File: config.mk
export PLATFORM = sky130hd
export DESIGN_NAME = iox_exec
export DESIGN_NICKNAME = d
export VERILOG_FILES = /design/src/iox_pkg.sv /design/src/iox_exec.sv
export VERILOG_INCLUDE_DIRS = /design/src
export SDC_FILE = /design/constraint.sdc
export NUM_CORES = 1
export LEC_CHECK = 0
export ABC_AREA = 1
export BUFFER_PORTS_ARGS = -buffer_cell sky130_fd_sc_hd__buf_4
export CORE_AREA = 2 2 79 81
export CTS_BUF_LIST = sky130_fd_sc_hd__clkbuf_16
export DETAILED_ROUTE_END_ITERATION = 10
export DIE_AREA = 0 0 81 83
export PLACE_DENSITY = 0.75
export SLEW_MARGIN = 40
export SYNTH_ARGS = -nofsm -noshare
export SYNTH_HDL_FRONTEND = slang
export SYNTH_SLANG_ARGS = --single-unit
File: constraint.sdc
create_clock -name core_clk -period 2.77 [get_ports core_clk]
set_input_delay 0.277 -clock core_clk [delete_from_list [all_inputs] [get_ports core_clk]]
set_output_delay 0.277 -clock core_clk [all_outputs]
set_load 0.1 [all_outputs]
File: src/iox_defs.svh
// Constants for the increment / OR / software interrupt execution block
`ifndef IOX_DEFS_SVH
`define IOX_DEFS_SVH

// Widths of the datapath, file address and program counter
`define IOX_DATA_W 8
`define IOX_ADDR_W 6
`define IOX_PC_W   10

// Reset values and fixed operands
`define IOX_DATA_ZERO 8'h00
`define IOX_DATA_ONE  8'h01
`define IOX_ADDR_ZERO 6'h00
`define IOX_PC_ZERO   10'h000
`define IOX_PC_ONE    10'h001

// Vector loaded by the software interrupt
`define IOX_SWINT_VEC 10'h001

`endif

File: src/iox_pkg.sv
// Types shared by the increment / OR / software interrupt execution block
package iox_pkg;

  // Instruction selector presented with each request
  typedef enum logic [1:0] {
    OP_INCREMENT_REG,
    OP_INCREMENT_REG_SKIP_ZERO,
    OP_OR_ACC_WITH_REG,
    OP_SWINT
  } iox_op_t;

  // Sequencer states; only the software interrupt leaves IDLE
  typedef enum logic [1:0] {
    ST_IDLE,
    ST_SWINT_WAIT,
    ST_SWINT_LOAD
  } iox_state_t;

  // Complete state of the execution block
  typedef struct packed {
    iox_state_t  state;
    logic [9:0]  pc;
    logic [7:0]  accumulator;
    logic        zero_flag;
    logic        skip_pending;
    logic        busy;
    logic        reg_we;
    logic [5:0]  reg_waddr;
    logic [7:0]  reg_wdata;
    logic        stack_push;
    logic [9:0]  stack_data;
  } iox_regs_t;

endpackage : iox_pkg

File: src/iox_exec.sv
// Execution unit for increment, increment-skip, OR and software interrupt
// Contract
// - Increment register, result to accumulator or register
// - Increment-skip writes result per destination bit
// - Increment-skip zero result discards next fetched instruction
// - Software interrupt pushes PC+1, vectors to 0x001
// - OR accumulator with register, destination selectable
`timescale 1ns/1ps
`include "iox_defs.svh"

module iox_exec (
  // Clock and reset
  input  wire logic                    core_clk,
  input  wire logic                    rstn,
  // Instruction request
  input  wire logic                    op_valid,
  input  wire iox_pkg::iox_op_t        op_code,
  input  wire logic [`IOX_ADDR_W-1:0]  op_addr,
  input  wire logic                    op_dest,
  // File register read port (combinational read of op_addr)
  input  wire logic [`IOX_DATA_W-1:0]  reg_rdata,
  // Accumulator load from other instructions
  input  wire logic                    acc_load,
  input  wire logic [`IOX_DATA_W-1:0]  acc_load_data,
  // File register write port
  output logic                         reg_we,
  output logic [`IOX_ADDR_W-1:0]       reg_waddr,
  output logic [`IOX_DATA_W-1:0]       reg_wdata,
  // Core state
  output logic [`IOX_DATA_W-1:0]       accumulator,
  output logic                         zero_flag,
  output logic [`IOX_PC_W-1:0]         pc,
  output logic                         busy,
  output logic                         skip_pending,
  // Stack push port
  output logic                         stack_push,
  output logic [`IOX_PC_W-1:0]         stack_data
);

  // ==========================================================================
  // Request decode
  // ==========================================================================
  iox_pkg::iox_regs_t r_reg;
  iox_pkg::iox_regs_t r_next;
  logic                    take;
  logic                    discard;
  logic [`IOX_DATA_W-1:0]  inc_sum;
  logic [`IOX_DATA_W-1:0]  or_val;

  // A request is accepted only while the sequencer is idle
  assign take    = op_valid && !r_reg.busy;
  assign discard = take && r_reg.skip_pending;
  // 0xff wraps to 0x00 by truncation to the data width
  assign inc_sum = reg_rdata + `IOX_DATA_ONE;
  assign or_val  = r_reg.accumulator | reg_rdata;

  // ==========================================================================
  // Next state
  // ==========================================================================
  // Write strobe and push strobe are single-cycle pulses by default
  always_comb begin
    r_next            = r_reg;
    r_next.reg_we     = 1'b0;
    r_next.stack_push = 1'b0;
    if (acc_load) begin
      r_next.accumulator = acc_load_data;
    end
    unique case (r_reg.state)
      iox_pkg::ST_IDLE: begin
        if (discard) begin
          // Already fetched slot runs as a no-operation
          r_next.skip_pending = 1'b0;
          r_next.pc           = r_reg.pc + `IOX_PC_ONE;
        end else if (take) begin
          r_next.pc = r_reg.pc + `IOX_PC_ONE;
          unique case (op_code)
            iox_pkg::OP_INCREMENT_REG: begin
              r_next.zero_flag = (inc_sum == `IOX_DATA_ZERO);
              if (op_dest) begin
                r_next.reg_we    = 1'b1;
                r_next.reg_waddr = op_addr;
                r_next.reg_wdata = inc_sum;
              end else begin
                r_next.accumulator = inc_sum;
              end
            end
            iox_pkg::OP_INCREMENT_REG_SKIP_ZERO: begin
              // Flag untouched; only the skip reacts to a zero result
              r_next.skip_pending = (inc_sum == `IOX_DATA_ZERO);
              if (op_dest) begin
                r_next.reg_we    = 1'b1;
                r_next.reg_waddr = op_addr;
                r_next.reg_wdata = inc_sum;
              end else begin
                r_next.accumulator = inc_sum;
              end
            end
            iox_pkg::OP_OR_ACC_WITH_REG: begin
              r_next.zero_flag = (or_val == `IOX_DATA_ZERO);
              if (op_dest) begin
                r_next.reg_we    = 1'b1;
                r_next.reg_waddr = op_addr;
                r_next.reg_wdata = or_val;
              end else begin
                r_next.accumulator = or_val;
              end
            end
            iox_pkg::OP_SWINT: begin
              // Return address is the slot after the interrupt opcode
              r_next.stack_push = 1'b1;
              r_next.stack_data = r_reg.pc + `IOX_PC_ONE;
              r_next.busy       = 1'b1;
              r_next.state      = iox_pkg::ST_SWINT_WAIT;
            end
          endcase
        end
      end
      iox_pkg::ST_SWINT_WAIT: begin
        r_next.state = iox_pkg::ST_SWINT_LOAD;
      end
      iox_pkg::ST_SWINT_LOAD: begin
        // Vector load closes the three-cycle interrupt entry
        r_next.pc    = `IOX_SWINT_VEC;
        r_next.busy  = 1'b0;
        r_next.state = iox_pkg::ST_IDLE;
      end
      default: begin
        r_next.state = iox_pkg::ST_IDLE;
        r_next.busy  = 1'b0;
      end
    endcase
  end

  // ==========================================================================
  // State register
  // ==========================================================================
  // Asynchronous reset to constants only
  always_ff @(posedge core_clk or negedge rstn) begin
    if (!rstn) begin
      r_reg.state        <= iox_pkg::ST_IDLE;
      r_reg.pc           <= `IOX_PC_ZERO;
      r_reg.accumulator  <= `IOX_DATA_ZERO;
      r_reg.zero_flag    <= 1'b0;
      r_reg.skip_pending <= 1'b0;
      r_reg.busy         <= 1'b0;
      r_reg.reg_we       <= 1'b0;
      r_reg.reg_waddr    <= `IOX_ADDR_ZERO;
      r_reg.reg_wdata    <= `IOX_DATA_ZERO;
      r_reg.stack_push   <= 1'b0;
      r_reg.stack_data   <= `IOX_PC_ZERO;
    end else begin
      r_reg <= r_next;
    end
  end

  // Outputs come straight from the state register
  assign reg_we       = r_reg.reg_we;
  assign reg_waddr    = r_reg.reg_waddr;
  assign reg_wdata    = r_reg.reg_wdata;
  assign accumulator  = r_reg.accumulator;
  assign zero_flag    = r_reg.zero_flag;
  assign pc           = r_reg.pc;
  assign busy         = r_reg.busy;
  assign skip_pending = r_reg.skip_pending;
  assign stack_push   = r_reg.stack_push;
  assign stack_data   = r_reg.stack_data;
endmodule : iox_exec

==> results of run 1 <==
-- through the flow --
stage	std cells	total power, mW	area [um^2]	utilization	setup WS (ns)
after floorplan	355	0.9053	2841	-	1.001
after detailed placement	458	0.9784	3143	0.5404	1.191
after global routing	466	1.608	3287	0.5652	1.034
after global placement	458	0.9765	3143	0.5404	1.304
final	466	1.546	3287	0.5652	1.177
after CTS	466	1.563	3287	0.5652	1.158
-- final timing paths --
check                             startpoint        endpoint  depth (start not counted)  slack, ns
worst max-delay path                    busy    reg_wdata[1]                          8       1.18
worst max register to register          busy    reg_wdata[1]                          8       1.18
worst min register to register  reg_waddr[4]    reg_waddr[4]                          2       0.47
max in group asynchronous               rstn   stack_data[5]                          1       2.36
worst min-delay path                    rstn  accumulator[4]                          1      0.002
min in group core_clk             op_addr[4]    reg_waddr[4]                          3       0.20
-- critical path: stages, from the launching register on --
cell and delay (ns):
dfrtp_1 0.40, inv_2 0.06, nand2_2 0.06, nor2_2 0.14
nand3_2 0.13, nor2_4 0.30, inv_2 0.20, nand2_1 0.10
o21ai_0 0.08
-- Yosys cell counts --
cell type,number,area (um^2)
nor2_1,31,116.4
ha_1,2,25.02
nand3_1,14,70.07
o21ai_2,2,17.52
nand2_1,98,367.9
a21oi_1,2,10.01
o21ai_1,8,40.04
a31oi_1,2,12.51
mux2i_1,3,30.03
nor2_4,6,67.56
nor2_2,6,37.54
nand2_2,7,43.79
o21ai_0,19,95.09
nor3_4,1,16.27
o22ai_1,5,31.28
buf_2,2,10.01
nand2_4,2,22.52
inv_1,29,108.9
nand3_2,2,20.02
o31ai_1,2,15.01
inv_2,5,18.77
buf_6,2,22.52
xor2_1,4,35.03
o21bai_1,2,15.01
or2_2,1,6.260
a21oi_2,1,8.760
nor3_1,1,5.000
dfrtp_1,49,1226
clkinv_2,1,5.000
buf_4,43,322.8
nand4_1,3,18.77
-- cells by family (layout without fill, tap and decap cells) --
group / after synthesis / in the layout / synth area share
AOI/OAI and AO/OA: 43 / 43 / 0.08630
xor gates and xnor gates: 4 / 4 / 0.01233
adders and majority gates: 2 / 2 / 0.008805
buffers and inverters: 82 / 118 / 0.1717
DFF: 49 / 49 / 0.4315
muxes: 3 / 3 / 0.01057
and+or+nand+nor: 172 / 172 / 0.2787
-- layout make-up --
class	instances	area, um^2
inverter	35	132.6
tap	75	93.84
clock inverter	3	18.77
timing repair buffer	75	563.0
fill	553	2529
clock buffer	5	125.1
sequential	49	1226
multi-input combinational	224	1127
-- cells in the final DEF, fill, tap and decap left out, types with 3 or more instances in the layout --
cell       count
o22ai_1        5
o21ai_0       19
nand3_1       14
buf_4         75
inv_1         30
o21ai_1        8
nand4_1        3
nor2_1        31
inv_2          5
nor2_2         6
xor2_1         4
nand2_2        7
nand2_1       98
mux2i_1        3
nor2_4         6
dfrtp_1       49
clkbuf_16      5
-- layer usage --
metal / vias up / GRT usage / part of all wire
met5: - / 0 / 0
met4: 0 / 0.05701 / 0.011
met3: 4 / 0.04239 / 0.063
met2: 60 / 0.2720 / 0.46
met1: 1031 / 0.2666 / 0.46
li1: 1146 / - / -
-- power groups by stage --
stage	Clock [mW]	Combinational [mW]	Sequential, mW
3_3_place_gp	0	0.226	0.751
3_5_place_dp	0	0.227	0.751
6_report	0.581	0.227	0.738
4_1_cts	0.598	0.228	0.738
5_1_grt	0.626	0.243	0.739
2_1_floorplan	0	0.159	0.746
==> impl_results.md, run 1 <==
- Status: finished, final reports clean
- Final Hold Viols: 0
- Wire length per cell: 12.65 um
- Number of max-cap violations: 0
- Vias: 2241
- VDD IR max: 0.3569 mV
- Largest net degree at the start of global routing: 50
- DIE AREA: 6723 um^2
- Top flop regs: pc x10, stack_data x10
- Clock sink total: 49
- # DRC: 0
- RSZ-0062 raised after global routing: false
- Hold crit path type: primary input to async pin
- Setup_tns: 0 ns
- Worst EP arrival: 1.75 ns
- Skew final: 0.005863 ns
- Fmax: 627.9 MHz
- Setup-failing EPs final: 0
- Synth Register Bits: 49
- Sw Pwr: 424.6 uW
- Clk slew on worst S/H paths: 0.07 ns
- Initial drt markers: 105
- Global Route Usage Sum: 0.1839
- N_diodes: 0
- Post-Syn Area per Cell: 8.004 um^2
- Crit path max fanout: 15
- Proportion of layout cells with a drive suffix above 1: 0.2967
- CP Capture Type: flop
- Grt ovf: 0
- Synth cell types: 31
- Logic gate share of total power: 0.147
- First-pass GRT wire length: 9873 um
- Type of the worst setup path: flop to flop
- Initial core utilization: 0.4886
- Site row count: 28
- Seq/Total Area, Yosys: 0.4315
- Static Leak: 1.776 nW
- IO buf count: 75
- H-tree Lvls: 2
- Vias/cell: 4.809
- Final HPWL DP: 4562 um
- Antenna Nets Post-Route: 0
- Number of detailed-route iterations in the first pass: 4
- CTS tree: built
- Int Pwr: 1.121 mW
- Rel. slew slack: 0.5939
- CTS resizes: 0
- Vert. Die Dim: 83 um
- Total CTS buffers: 5
- Final period util: 0.5750
- Worst-Skew Late Latency: 0.28 ns
- Sw frac: 0.2746
- Die W: 81 um
- Synth Net Count: 386
- Number of antenna violations at the first check in global routing: 0
- Hold-fix buffers, CTS: 0
- Sequential power share: 0.477
- Clock Power Share: 0.376
- Final #Nets: 421
- Ys Warns: 0
- Max Root-Sink Buffers: 2
- Drt total wl: 5894 um
- Post-CTS setup buffer count: 0
- Core box area: 5816 um^2
- Synth Cell Area: 2841 um^2
- Syn Inst Count: 355
- Synth-to-Final Area Change: 15.68%
- Max Slew Vio Count: 0
- Clock period minus worst slack: 1.593 ns
- I/O pins: 76
- Final Hold Slack: 0.002341 ns
- Pwr dens: 470.4 nW/um^2
- Vias in the first global route: 2125
- GP Congestion: 0.8908
- CTS Root Cell: clkbuf_16
- Required time of the critical path: 2.92 ns
- Worst-Margin Slew: 0.6091 ns
- Worst Setup Start Kind: flop
Note: power is estimated with default switching activity, not from simulation.
==> inputs of run 2 (changes only) <==
==> constraint.sdc (replaced) <==
create_clock -name core_clk -period 1.5 [get_ports core_clk]
set_input_delay 0.15 -clock core_clk [delete_from_list [all_inputs] [get_ports core_clk]]
set_output_delay 0.15 -clock core_clk [all_outputs]
set_load 0.1 [all_outputs]
==> run 2 against run 1 <==
Compared with the run above:
- combinational power up 89%
- register-to-register slack worse by 1.1 ns
- critical path depth unchanged
- count of clock-buffer cells in the layout unchanged
- highest routed layer unchanged
==> impl_results.md, run 2 (same netlist as run 1, synthesis figures left out) <==
- Status: finished, final reports clean
- Number of antenna violations at the first check in global routing: 0
- IO buf count: 75
- Fmax: 704.4 MHz
- Total power: 3.000 mW
- Worst Setup Start Kind: flop
- Worst-Skew Late Latency: 0.28 ns
- I/O pins: 76
- Initial drt markers: 84
- Vias in the first global route: 2138
- Worst-Margin Slew: 0.6086 ns
- Clk slew on worst S/H paths: 0.06 ns
- # DRC: 0
- Most frequent cells in the layout: 98 x nand2_1, 83 x buf_4, 47 x dfrtp_1
- Grt ovf: 0
- GP Congestion: 0.8764
- Proportion of layout cells with a drive suffix above 1: 0.3317
- CTS tree: built
- Vias/cell: 4.807
- Clock period minus worst slack: 1.420 ns
- VDD IR max: 0.4792 mV
- Rel. slew slack: 0.5943
- Final setup margin: 0.08026 ns
- Max Slew Vio Count: 0
- Worst path bufs/invs: 2
- Place WS: 0.07817 ns
- Crit path max fanout: 7
- Number of detailed-route iterations in the first pass: 4
- Site row count: 28
- Final HPWL DP: 4712 um
- CP delay by family, top: simple AND/OR/NAND/NOR gates
- Slowest CP cell: dfrtp_4
- Vert. Die Dim: 83 um
- Initial core utilization: 0.4886
- Wire length per cell: 13.41 um
- Clock sink total: 49
- DIE AREA: 6723 um^2
- Commonest non-fill, non-tap cell in the layout: nand2_1
- Vias: 2288
- Final period util: 0.9465
- Worst EP arrival: 1.58 ns
- Required time of the critical path: 1.66 ns
- Largest net degree at the start of global routing: 50
- Skew final: 0.004036 ns
- Static Leak: 1.852 nW
- Top flop regs: pc x10, stack_data x10
- Total CTS buffers: 5
- Most frequent CP cell: nand2_4
- Global Route Usage Sum: 0.1889
- Setup-failing EPs final: 0
- Pwr dens: 873.4 nW/um^2
- Synth-to-Final Area Change: 20.87%
- Crit path cell chain: inv_2, nand2_4, inv_2, nand2_4, nor2_4, nand2_4, nor2_4, o22ai_1
- H-tree Lvls: 2
- N_diodes: 0
- Max Root-Sink Buffers: 2
- Final #Nets: 431
- CP Capture Type: flop
- Hold crit path type: primary input to flop
- Max stage delay on crit path: 0.48 ns
- Die W: 81 um
- Core box area: 5816 um^2
- First-pass GRT wire length: 10100 um
- Drt total wl: 6382 um
- Number of max-cap violations: 0
- Type of the worst setup path: flop to flop
- Antenna Nets Post-Route: 0
- CTS Root Cell: clkbuf_16
- Final Hold Viols: 0
run 2: path summary, 6_finish.rpt:
kind                               from              to  slack [ns]  cells past startpoint
max                                busy  accumulator[2]        0.08                      8
min                          op_addr[1]    reg_waddr[1]        0.07                      3
max reg2reg                        busy  accumulator[2]        0.08                      8
min reg2reg                reg_waddr[5]    reg_waddr[5]        0.47                      2
max in group asynchronous          rstn            busy        0.60                      2
min in group asynchronous          rstn  accumulator[4]        0.43                      2
run 2: area by class of cell:
cell class	count	area (um^2)
multi-input cells	224	1166
inverters	35	132.6
well taps	75	93.84
flip-flops and latches	49	1231
repair buffers	85	648.1
clock inverters	3	37.54
clock buffers	5	125.1
fillers	543	2381
run 2: routing by layer:
| metal | track usage | routed length, um |
|---|---|---|
| met4 | 0.06317 | 111 |
| met1 | 0.2724 | 2926 |
| met2 | 0.2923 | 3019 |
| met3 | 0.02391 | 325 |
| met5 | 0 | 0 |
run 2: what timing repair did:
item | 4_1_cts | 5_1_grt
resized for setup | 0 | 13
setup endpoints to repair | 0 | 10
endpoints found under the hold margin | 49 | 0
buffers inserted | 0 | 6
hold buffers | 1 | 0
run 2: power breakdown:
part / internal [mW] / total (mW) / leakage, nW / switching [mW]
clock: 0.774 / 1.21 / 0.0826 / 0.434
sequential: 1.34 / 1.36 / 0.637 / 0.0227
combinational: 0.122 / 0.428 / 1.13 / 0.306
total: 2.24 / 3.00 / 1.85 / 0.762
run 2: worst reg2reg max path, delay by kind of cell (launching register included):
family                 cells  cell delay, ns
and+or+nand+nor            5            0.59
AOI/OAI and AO/OA          1            0.09
DFF                        1            0.48
buffers and inverters      2            0.14
run 2: metrics by stage:
| stage | std cells | setup TNS [ns] | hold slack, ns | cell area, um^2 | util |
|---|---|---|---|---|---|
| after floorplan | 355 | -0.1047 | -0.1456 | 2856 | - |
| final | 476 | 0 | 0.07241 | 3435 | 0.5906 |
| after global routing | 476 | -0.04921 | 0.06892 | 3435 | 0.5906 |
| after detailed placement | 461 | 0 | 0.2091 | 3181 | 0.5469 |
| after global placement | 461 | 0 | 0.2096 | 3181 | 0.5469 |
| after CTS | 470 | 0 | 0.06760 | 3353 | 0.5766 |
